$ cat src/obc_pkg.sv
// constants for the option byte configuration decoder
package obc_pkg;

  // ********************************************
  // option byte selection on the programming port
  // ********************************************
  localparam logic       SEL_LOW  = 1'b0;
  localparam logic       SEL_HIGH = 1'b1;

  // ********************************************
  // programming port operations
  // ********************************************
  localparam logic [1:0] OP_READ  = 2'h0;
  localparam logic [1:0] OP_WRITE = 2'h1;
  localparam logic [1:0] OP_ERASE = 2'h2;

  // ********************************************
  // high byte field positions
  // ********************************************
  localparam int HI_CLK_MSB    = 7;
  localparam int HI_CLK_LSB    = 6;
  localparam int HI_RSV_ONE    = 5;
  localparam int HI_RSV_ZERO   = 4;
  localparam int HI_BOR_MSB    = 3;
  localparam int HI_BOR_LSB    = 2;
  localparam int HI_WDG_TYPE   = 1;
  localparam int HI_WDG_HALT   = 0;

  // ********************************************
  // low byte field positions
  // ********************************************
  localparam int LO_RSV_MSB    = 7;
  localparam int LO_RSV_LSB    = 4;
  localparam int LO_RSV_ZERO   = 3;
  localparam int LO_SECTOR     = 2;
  localparam int LO_READOUT    = 1;
  localparam int LO_WRPROT     = 0;

  // ********************************************
  // field encodings
  // ********************************************
  localparam logic [1:0] CLK_INTERNAL_RC = 2'h0;
  localparam logic [1:0] CLK_WAKEUP_RC   = 2'h1;
  localparam logic [1:0] CLK_RESERVED    = 2'h2;
  localparam logic [1:0] CLK_EXT_PIN     = 2'h3;
  localparam logic [1:0] BOR_LOWEST      = 2'h0;
  localparam logic [1:0] BOR_MEDIUM      = 2'h1;
  localparam logic [1:0] BOR_HIGHEST     = 2'h2;
  localparam logic [1:0] BOR_OFF         = 2'h3;

  // ********************************************
  // values after reset and erased value
  // ********************************************
  localparam logic [7:0] LOW_DEFAULT  = 8'hF0;
  localparam logic [7:0] HIGH_DEFAULT = 8'h2F;
  localparam logic [7:0] ERASED_VALUE = 8'hFF;

endpackage : obc_pkg

$ cat src/obc_dec_if.sv
// carrier between the command engine and the option decoder
`timescale 1ns/1ns
interface obc_dec_if;
  logic [7:0] nv_low;
  logic [7:0] nv_high;
  logic [7:0] lat_low;
  logic [7:0] lat_high;
  logic [1:0] clock_sel;
  logic [1:0] bor_sel;
  logic       bor_enable;
  logic       wdg_hw_enable;
  logic       wdg_halt_reset;
  logic       sector_1k;
  logic       readout_protect;
  logic       write_protect;

  modport eng (
    output nv_low, nv_high,
    input  lat_low, lat_high, clock_sel, bor_sel, bor_enable, wdg_hw_enable,
    input  wdg_halt_reset, sector_1k, readout_protect, write_protect
  );
  modport dec (
    input  nv_low, nv_high,
    output lat_low, lat_high, clock_sel, bor_sel, bor_enable, wdg_hw_enable,
    output wdg_halt_reset, sector_1k, readout_protect, write_protect
  );
endinterface : obc_dec_if

$ cat src/obc_decoder.sv
// latches the option bytes during reset and decodes their fields
`timescale 1ns/1ns
module obc_decoder (
  input  wire logic i_mclk,
  input  wire logic i_rst,
  obc_dec_if.dec    dif
);

  logic [7:0] low_reg;
  logic [7:0] low_next;
  logic [7:0] high_reg;
  logic [7:0] high_next;
  logic       bor_en_reg;
  logic       bor_en_next;
  logic       wdg_hw_reg;
  logic       wdg_hw_next;

  // ********************************************
  // capture while reset is held, then freeze
  // ********************************************
  always_comb begin
    low_next  = low_reg;
    high_next = high_reg;
    bor_en_next = bor_en_reg;
    wdg_hw_next = wdg_hw_reg;
    if (i_rst) begin
      low_next  = dif.nv_low;
      high_next = dif.nv_high;
      bor_en_next = (dif.nv_high[obc_pkg::HI_BOR_MSB:obc_pkg::HI_BOR_LSB] != obc_pkg::BOR_OFF);
      wdg_hw_next = ~dif.nv_high[obc_pkg::HI_WDG_TYPE];
    end
  end

  always_ff @(posedge i_mclk) begin
    low_reg    <= low_next;
    high_reg   <= high_next;
    bor_en_reg <= bor_en_next;
    wdg_hw_reg <= wdg_hw_next;
  end

  // reserved bits are carried but steer nothing
  assign dif.lat_low         = low_reg;
  assign dif.lat_high        = high_reg;
  assign dif.clock_sel       = high_reg[obc_pkg::HI_CLK_MSB:obc_pkg::HI_CLK_LSB];
  assign dif.bor_sel         = high_reg[obc_pkg::HI_BOR_MSB:obc_pkg::HI_BOR_LSB];
  assign dif.bor_enable      = bor_en_reg;
  assign dif.wdg_hw_enable   = wdg_hw_reg;
  assign dif.wdg_halt_reset  = high_reg[obc_pkg::HI_WDG_HALT];
  assign dif.sector_1k       = low_reg[obc_pkg::LO_SECTOR];
  assign dif.readout_protect = low_reg[obc_pkg::LO_READOUT];
  assign dif.write_protect   = low_reg[obc_pkg::LO_WRPROT];

endmodule : obc_decoder

$ cat src/obc_option_config.sv
// option byte configuration: programming access, protection and decoded settings
// How it works
// - option bytes are read or written only while programming mode is active
// - high byte bits 7:6 pick start-up clock: RC, wake-up RC, reserved, pin
// - high byte bits 3:2 pick brownout threshold; 11 turns detector off
// - high byte bit 1 zero forces watchdog on; one leaves it to software
// - high byte bit 0 set: halt entry with active watchdog causes reset
// - low byte bit 2 selects first sector size: 0.5k or 1k
// - low byte bit 1 set blocks program memory read-out and flash writes
// - erasing options under read-out protection first erases whole program memory
// - low byte bit 0 set refuses every later erase or program forever
// - erased memory and erased option bytes hold FFh
`timescale 1ns/1ns
module obc_option_config (
  input  wire logic       i_mclk,
  input  wire logic       i_rst,
  input  wire logic [7:0] i_nv_byte_low,
  input  wire logic [7:0] i_nv_byte_high,
  input  wire logic       i_prog_mode,
  input  wire logic       i_prog_valid,
  input  wire logic [1:0] i_prog_op,
  input  wire logic       i_prog_sel,
  input  wire logic [7:0] i_prog_wdata,
  input  wire logic       i_mem_erase_done,
  input  wire logic       i_halt_entry,
  input  wire logic       i_watchdog_sw_enable,
  output logic            o_prog_ready,
  output logic            o_prog_done,
  output logic            o_prog_refused,
  output logic [7:0]      o_prog_rdata,
  output logic            o_nv_write,
  output logic            o_nv_sel,
  output logic [7:0]      o_nv_wdata,
  output logic            o_mem_erase_all,
  output logic [7:0]      o_mem_erase_value,
  output logic [1:0]      o_startup_clock_select,
  output logic [1:0]      o_brownout_threshold_select,
  output logic            o_brownout_enable,
  output logic            o_watchdog_hw_enable,
  output logic            o_watchdog_halt_reset,
  output logic            o_first_sector_size,
  output logic            o_readout_protect,
  output logic            o_permanent_write_protect,
  output logic            o_mem_read_block,
  output logic            o_mem_write_block,
  output logic            o_halt_reset
);

  typedef enum logic [2:0] {
    OBC_IDLE,
    OBC_MEM_ERASE,
    OBC_ERASE_LOW,
    OBC_ERASE_HIGH,
    OBC_FINISH
  } obc_state_t;

  obc_dec_if dif ();

  obc_decoder u_dec (
    .i_mclk (i_mclk),
    .i_rst  (i_rst),
    .dif    (dif)
  );

  assign dif.nv_low  = i_nv_byte_low;
  assign dif.nv_high = i_nv_byte_high;

  // ********************************************
  // command engine state
  // ********************************************
  obc_state_t state_reg;
  obc_state_t state_next;
  logic       ready_reg;
  logic       ready_next;
  logic       done_reg;
  logic       done_next;
  logic       refused_reg;
  logic       refused_next;
  logic [7:0] rdata_reg;
  logic [7:0] rdata_next;
  logic       nv_wr_reg;
  logic       nv_wr_next;
  logic       nv_sel_reg;
  logic       nv_sel_next;
  logic [7:0] nv_wdata_reg;
  logic [7:0] nv_wdata_next;
  logic       erase_all_reg;
  logic       erase_all_next;
  logic       unlocked_reg;
  logic       unlocked_next;
  logic       halt_rst_reg;
  logic       halt_rst_next;
  logic       mem_wblk_reg;
  logic       mem_wblk_next;
  logic       locked;
  logic       wdg_active;

  // read-out protection holds writes off until the options have been erased
  assign locked     = dif.readout_protect & ~unlocked_reg;
  assign wdg_active = dif.wdg_hw_enable | i_watchdog_sw_enable;

  always_comb begin
    state_next     = state_reg;
    ready_next     = 1'b0;
    done_next      = 1'b0;
    refused_next   = 1'b0;
    rdata_next     = rdata_reg;
    nv_wr_next     = 1'b0;
    nv_sel_next    = nv_sel_reg;
    nv_wdata_next  = nv_wdata_reg;
    erase_all_next = 1'b0;
    unlocked_next  = unlocked_reg;
    halt_rst_next  = i_halt_entry & wdg_active & dif.wdg_halt_reset;
    mem_wblk_next  = dif.readout_protect | dif.write_protect;
    case (state_reg)
      OBC_IDLE: begin
        ready_next = 1'b1;
        if (i_prog_valid && ready_reg) begin
          ready_next = 1'b0;
          state_next = OBC_FINISH;
          if (!i_prog_mode) begin
            refused_next = 1'b1;
          end else begin
            case (i_prog_op)
              obc_pkg::OP_READ: begin
                rdata_next = (i_prog_sel == obc_pkg::SEL_HIGH) ? i_nv_byte_high : i_nv_byte_low;
              end
              obc_pkg::OP_WRITE: begin
                if (dif.write_protect || locked) begin
                  refused_next = 1'b1;
                end else begin
                  nv_wr_next    = 1'b1;
                  nv_sel_next   = i_prog_sel;
                  nv_wdata_next = i_prog_wdata;
                end
              end
              obc_pkg::OP_ERASE: begin
                if (dif.write_protect) begin
                  refused_next = 1'b1;
                end else if (dif.readout_protect) begin
                  erase_all_next = 1'b1;
                  nv_wdata_next  = obc_pkg::ERASED_VALUE;
                  state_next     = OBC_MEM_ERASE;
                end else begin
                  state_next = OBC_ERASE_LOW;
                end
              end
              default: begin
                refused_next = 1'b1;
              end
            endcase
          end
        end
      end
      OBC_MEM_ERASE: begin
        // option bytes stay untouched until the array reports it is blank
        if (i_mem_erase_done) begin
          state_next = OBC_ERASE_LOW;
        end
      end
      OBC_ERASE_LOW: begin
        nv_wr_next    = 1'b1;
        nv_sel_next   = obc_pkg::SEL_LOW;
        nv_wdata_next = obc_pkg::ERASED_VALUE;
        state_next    = OBC_ERASE_HIGH;
      end
      OBC_ERASE_HIGH: begin
        nv_wr_next    = 1'b1;
        nv_sel_next   = obc_pkg::SEL_HIGH;
        nv_wdata_next = obc_pkg::ERASED_VALUE;
        unlocked_next = 1'b1;
        state_next    = OBC_FINISH;
      end
      OBC_FINISH: begin
        done_next  = 1'b1;
        state_next = OBC_IDLE;
      end
      default: begin
        state_next = OBC_IDLE;
      end
    endcase
  end

  always_ff @(posedge i_mclk) begin
    if (i_rst) begin
      state_reg     <= OBC_IDLE;
      ready_reg     <= 1'b0;
      done_reg      <= 1'b0;
      refused_reg   <= 1'b0;
      rdata_reg     <= 8'h00;
      nv_wr_reg     <= 1'b0;
      nv_sel_reg    <= obc_pkg::SEL_LOW;
      nv_wdata_reg  <= obc_pkg::ERASED_VALUE;
      erase_all_reg <= 1'b0;
      unlocked_reg  <= 1'b0;
      halt_rst_reg  <= 1'b0;
      // memory stays write-blocked while the options are being sampled
      mem_wblk_reg  <= 1'b1;
    end else begin
      state_reg     <= state_next;
      ready_reg     <= ready_next;
      done_reg      <= done_next;
      refused_reg   <= refused_next;
      rdata_reg     <= rdata_next;
      nv_wr_reg     <= nv_wr_next;
      nv_sel_reg    <= nv_sel_next;
      nv_wdata_reg  <= nv_wdata_next;
      erase_all_reg <= erase_all_next;
      unlocked_reg  <= unlocked_next;
      halt_rst_reg  <= halt_rst_next;
      mem_wblk_reg  <= mem_wblk_next;
    end
  end

  // ********************************************
  // outputs
  // ********************************************
  // protection flags come from the reset-time copy, so a write this session
  // cannot loosen them before the next reset
  assign o_prog_ready                = ready_reg;
  assign o_prog_done                 = done_reg;
  assign o_prog_refused              = refused_reg;
  assign o_prog_rdata                = rdata_reg;
  assign o_nv_write                  = nv_wr_reg;
  assign o_nv_sel                    = nv_sel_reg;
  assign o_nv_wdata                  = nv_wdata_reg;
  assign o_mem_erase_all             = erase_all_reg;
  assign o_mem_erase_value           = nv_wdata_reg;
  assign o_startup_clock_select      = dif.clock_sel;
  assign o_brownout_threshold_select = dif.bor_sel;
  assign o_brownout_enable           = dif.bor_enable;
  assign o_watchdog_hw_enable        = dif.wdg_hw_enable;
  assign o_watchdog_halt_reset       = dif.wdg_halt_reset;
  assign o_first_sector_size         = dif.sector_1k;
  assign o_readout_protect           = dif.readout_protect;
  assign o_permanent_write_protect   = dif.write_protect;
  assign o_mem_read_block            = dif.readout_protect;
  assign o_mem_write_block           = mem_wblk_reg;
  assign o_halt_reset                = halt_rst_reg;

endmodule : obc_option_config

$ cat config.mk
export PLATFORM = sky130hd
export DESIGN_NAME = obc_option_config
export DESIGN_NICKNAME = d
export VERILOG_FILES = /design/src/obc_pkg.sv /design/src/obc_dec_if.sv /design/src/obc_decoder.sv /design/src/obc_option_config.sv
export SDC_FILE = /design/constraint.sdc
export NUM_CORES = 1
export LEC_CHECK = 0
export BUFFER_PORTS_ARGS = -buffer_cell sky130_fd_sc_hd__buf_2
export CAP_MARGIN = 15
export CORE_ASPECT_RATIO = 0.5
export CORE_MARGIN = 3
export CORE_UTILIZATION = 35
export CTS_BUF_LIST = sky130_fd_sc_hd__clkbuf_8
export CTS_CLUSTER_DIAMETER = 50
export CTS_CLUSTER_SIZE = 40
export DETAILED_ROUTE_END_ITERATION = 12
export GPL_ROUTABILITY_DRIVEN = 0
export RECOVER_POWER = 100
export REMOVE_ABC_BUFFERS = 1
export SLEW_MARGIN = 10
export SYNTH_ARGS = -nofsm -noshare
export SYNTH_HDL_FRONTEND = slang
export SYNTH_SLANG_ARGS = --single-unit
$ cat constraint.sdc
create_clock -name i_mclk -period 2.4 [get_ports i_mclk]
set_input_delay 0.24 -clock i_mclk [delete_from_list [all_inputs] [get_ports i_mclk]]
set_output_delay 0.24 -clock i_mclk [all_outputs]
set_load 0.02 [all_outputs]
Word level (Yosys, flattened, before mapping)
Index checks and enable logic that the tools add are counted.
{"block": "totals", "ff_bits": 41, "in_bits": 34, "output_inout_bits": 43}
{"block": "classes", "n_eq_ne": 16, "mux": 32, "n_bitwise": 11, "reduce_logical": 14}
{"op": "2-to-1 mux 8 bit", "n": 6}
{"op": "case mux 8 bit (2 select lines)", "n": 2}
{"op": "2-to-1 mux 3 bit", "n": 5}
{"op": "2-to-1 mux 1 bit", "n": 14}
{"op": "case mux 3 bit (4 select lines)", "n": 1}
{"op": "inequality test 2 bit (second input constant)", "n": 5}
{"op": "AND reduction 7 bit", "n": 1}
{"op": "== test 3 x 2 -> 1 bit (second input constant)", "n": 2}
{"op": "inequality test 3 bit (second input constant)", "n": 2}
{"op": "inverter 1 bit", "n": 6}
{"op": "case mux 1 bit (3 select lines)", "n": 2}
{"op": "OR reduction 6 bit", "n": 1}
{"op": "AND reduction 5 bit", "n": 1}
{"op": "AND reduction 4 bit", "n": 1}
{"op": "OR reduction 2 bit", "n": 2}
{"op": "AND 1 bit", "n": 3}
{"op": "== test 3 x 1 -> 1 bit (second input constant)", "n": 1}
{"op": "== test 3 bit (second input constant)", "n": 1}
{"op": "zero test 3 bit", "n": 1}
{"op": "inequality test 3 x 1 -> 1 bit (second input constant)", "n": 1}
{"op": "inequality test 3 x 2 -> 1 bit (second input constant)", "n": 1}
{"op": "nonzero test 3 bit", "n": 1}
{"op": "OR reduction 3 bit", "n": 1}
{"op": "== test 2 x 1 -> 1 bit (second input constant)", "n": 1}
{"op": "10 further kinds", "n": 11}

Logic depth before layout (Yosys ltp)
{"block": "depth", "ltp_word": 8, "mapped_depth": 7, "ltp_nobuf": 4}

Modules after synthesis
From an unflattened synthesis, not the netlist that was laid out.
{"block": "hier_totals", "hier_cells": 170, "hier_area_um2": 1929.4}
{"mod": "obc_option_config", "n_inst": 1, "cells_per_inst": 142, "area_per_inst_um2": 1321.3, "seq_area_each_um2": 560.5}
{"mod": "obc_decoder", "n_inst": 1, "cells_per_inst": 28, "area_per_inst_um2": 608.1, "seq_area_each_um2": 540.5}

Least setup slack after synthesis
Ideal clock, no wire load.
{"block": "synth_path", "path_kind": "register to register", "start": "reg state_reg[1]", "end": "reg rdata_reg[5], in the netlist o_prog_rdata[5]", "setup_ps": 79, "arrival_ps": 1602, "setup_slack_ps": 718, "path_stages_with_launch": 8, "n_path_buf": 3, "period_less_slack_ps": 1682, "cell_sequence": "dfxtp_1 > buf_6 > or3_1 > buf_6 > nor4_4 > buf_6 > nor2_1 > a211oi_2"}
{"block": "synth_via", "elab_chain_len": 2}
{"element": "from (decl)", "line_no": "obc_option_config.sv:71", "text": "obc_state_t state_reg;"}
{"element": "from (signal assigned)", "line_no": "obc_option_config.sv:200", "text": "state_reg <= state_next;"}
{"element": "zero test 3 bit", "line_no": "obc_option_config.sv:115", "text": "case (state_reg)"}
{"element": "AND reduction 4 bit (no source line)"}
{"element": "to (signal assigned)", "line_no": "obc_option_config.sv:204", "text": "rdata_reg <= rdata_next;"}
{"element": "to (decl)", "line_no": "obc_option_config.sv:79", "text": "logic [7:0] rdata_reg;"}
No other way between the ends.
A chain may end at the register's enable or synchronous reset.

==> results.md <==
* Total CTS buffers at 5
* Worst r2r src: u_dec.dif.lat_low[0]
* Synth Area in Simple Gates at 16.3%
* Library cells used by synthesis at 33
* Antenna Violating Nets Remaining at 0
* Die W at 102 um
* Top Family by Delay on Critical Path: buffers and inverters
* Hold Path Class: input pin to flip-flop
* Port Buffer Count at 76
* R2r endpoint: o_mem_erase_value[7]
* Hold-fix buffers, CTS at 0
* Sink Count at 38
* Hold WS at ~0.14 ns
* Fin. max-slew vios at 41
* Slew headroom at -23.7%
* Worst Path Buf+Inv at 1
* Synth Area in Compound Gates at between 10% and 20%
* Crit Path Class: input pin to flip-flop
* Hold path start: i_nv_byte_low[2]
* Fin crit share at 81.4%
* Crit-path max cell delay at between 1 and 1.5 ns
* Min-Delay Path Depth at 1
* Critical path, cell by cell: clkbuf_1 > a211o_1 > nor2_1 > mux2i_1
* Area Growth Syn to Fin at 23.4%
* Initial DRC Count at 43
* DP Area at 0.00194 mm2
* CP Launch Type: input pin
* Failing checks: capacitance limit, slew limit
* Std cell rows at 16
* Nets at about 250
* Post-CTS Resized at 0
* Worst endpoint data arrival time at between 2 and 2.5 ns
* Status: complete, but fails checks
* Adder-cell share of the synthesized area at 0%
* MaxCap Viol Count at 1
* Root Buffer: clkbuf_8
* Total global routing overflow at 0
* Cells after Synth at 152
* Min-Delay Endpoint: u_dec.dif.lat_low[2]
* Largest net degree at the start of global routing at 41
* Reg2reg path depth at 3
* # DRC at 0
* Pwr dens at 696 mW/mm2
* Worst setup EP type: flip-flop
* Filler cells at 402
* Final WL at around 3.6 mm
* Die Height at 53.9 um
* Worst vdd ir at 0.362 mV
* Leak at 0.753 nW
* Largest family of logic cells by synthesized area: simple AND/OR/NAND/NOR gates
* Post-Synth XOR/XNOR Area at 0%
* Number of synthesized register bits at 38
* Fmax at just over 0.5 GHz
* Post-DP HPWL at 2.65 mm
* CP Data Required Time at between 2 and 3 ns
* DRT Pass-1 Iters at 4
* Synth warn at 0
* Crit path time final at 1.95 ns
* Clk slew on worst S/H paths at roughly 0.070 ns
* Routed WL per cell at ~13 um
* Worst-path fanout max at 40
* Measured slew at the worst slew-check pin at 1.86 ns
* Postcts setup bufs at 0
* Antenna Cells at 0
* Cell area after synthesis at 0.00161 mm2
* Vias at 1307
* Average size of a mapped cell at 10.6 um2
* Vias in the first global route at 1142
* Max clock buf depth at 2
* Clock skew at roughly 0.0040 ns
* First-pass GRT wire length at 5.42 mm
* Total GRT Usage at 13.2%
* Initial Util at 38.8%
* Post-Layout Inst Area at 0.00199 mm2
* Final setup viols at 0
* Initial antenna violation count at 0
* Number of hold violations in the final report at 0
* RSZ-0062 raised after global routing: false
* Final core utilization at 47.9%
* Setup TNS at 0 ns
* R2R setup slack at 0.58 ns
* CTS tree: done
* Ports at 77
* CP max-delay cell: clkbuf_1
* Htree depth at 2
* Via density at approximately 4.8
* Clock Latency Late Sink at 0.28 ns
* Core outline area at 0.00414 mm2
* Die area at 0.00550 mm2
* Multiplexer share of the synthesized area at between 10% and 20%
* Fraction of layout cells with a size suffix above 1 at 17.8%
* Sequential fraction of the synthesis area at 53.5%
power by group:
part | internal (mW) | leakage, nW | switching, mW
clock network | 0.306 | 0.0579 | 0.218
logic | 0.0549 | 0.370 | 0.103
registers | 0.685 | 0.325 | 0.0164
total | 1.05 | 0.753 | 0.337
cell usage after synthesis (all sizes together):
master / instances / area (um2)
or3: 2 / 12.5
nand2: 4 / 15.0
nor3: 4 / 20.0
mux2: 1 / 11.3
nor4bb: 1 / 10.0
o21bai: 1 / 7.51
nor2: 30 / 113
nand3b: 1 / 7.51
mux2i: 17 / 170
a211o: 1 / 8.76
nor4: 4 / 40.0
edfxtp: 10 / 300
o31ai: 1 / 7.51
a21oi: 3 / 15.0
a211oi: 8 / 70.1
o21a: 2 / 15.0
and2: 1 / 6.26
clkbuf: 3 / 11.3
nand3: 2 / 10.0
nor4b: 1 / 8.76
dfxtp: 28 / 561
o311a: 1 / 10.0
buf: 15 / 114
inv: 4 / 15.0
nor2b: 3 / 18.8
o211ai: 1 / 7.51
a2111oi: 2 / 17.5
a31oi: 1 / 6.26
cells in the final DEF, fill, tap and decap left out, types with 3 or more instances in the layout:
cell      netlist  routed
a211oi_1        6       6
a21oi_1         3       3
buf_2           1      26
clkbuf_1        3      50
clkbuf_8        0       5
dfxtp_1        28      28
edfxtp_1       10      10
inv_1           4       4
mux2i_1        17      17
nand2_1         4       4
nor2_1         30      30
nor2b_1         3       3
nor3_1          4       4
nor4_1          3       3
cells by family (layout without fill, tap and decap cells):
| logic type | Yosys count | in the layout |
|---|---|---|
| AND/OR/NAND/NOR | 53 | 53 |
| flip-flops | 38 | 38 |
| buffers and inverters | 22 | 89 |
| AO/OA/AOI/OAI | 21 | 21 |
| multiplexers | 18 | 18 |
cell type report:
| cell class | instances | area (um2) | share of cell area [%] |
|---|---|---|---|
| Sequential cell | 38 | 861 | 43.4 |
| Multi-Input combinational cell | 92 | 608 | 30.6 |
| Timing Repair Buffer | 77 | 325 | 16.4 |
| Clock buffer | 5 | 68.8 | 3.47 |
| Tap cell | 54 | 67.6 | 3.40 |
| Clock inverter | 3 | 40.0 | 2.02 |
| Inverter | 4 | 15.0 | 0.756 |
through the flow:
stage	worst slack (ns)	instances	power (mW)
after global routing	0.252	273	1.45
final	0.447	273	1.38
after detailed placement	0.620	265	0.882
after global placement	0.649	265	0.879
after CTS	0.592	273	1.41
after floorplan	0.624	134	0.797
how the worst max path moves through the flow:
stage	startpoint	to	slack, ns	depth (start not counted)
final	i_rst	o_mem_erase_value[6]	0.45	4
after global routing	i_rst	o_mem_erase_value[7]	0.25	4
after global placement	u_dec.dif.lat_low[0]	o_mem_erase_value[4]	0.65	3
after detailed placement	u_dec.dif.lat_low[0]	o_mem_erase_value[7]	0.62	3
after floorplan	state_reg[0]	o_prog_rdata[5]	0.62	4
after CTS	u_dec.dif.lat_low[0]	o_mem_erase_value[7]	0.59	3
per-layer routing:
metal	global-route usage (%)	up-vias	share of wire, %
met5	0	-	0
met4	5.88	0	1.3
li1	-	659	-
met2	20.9	36	47
met1	16.4	607	46
met3	4.66	5	5.4
Power figures use the tool's default switching activity.
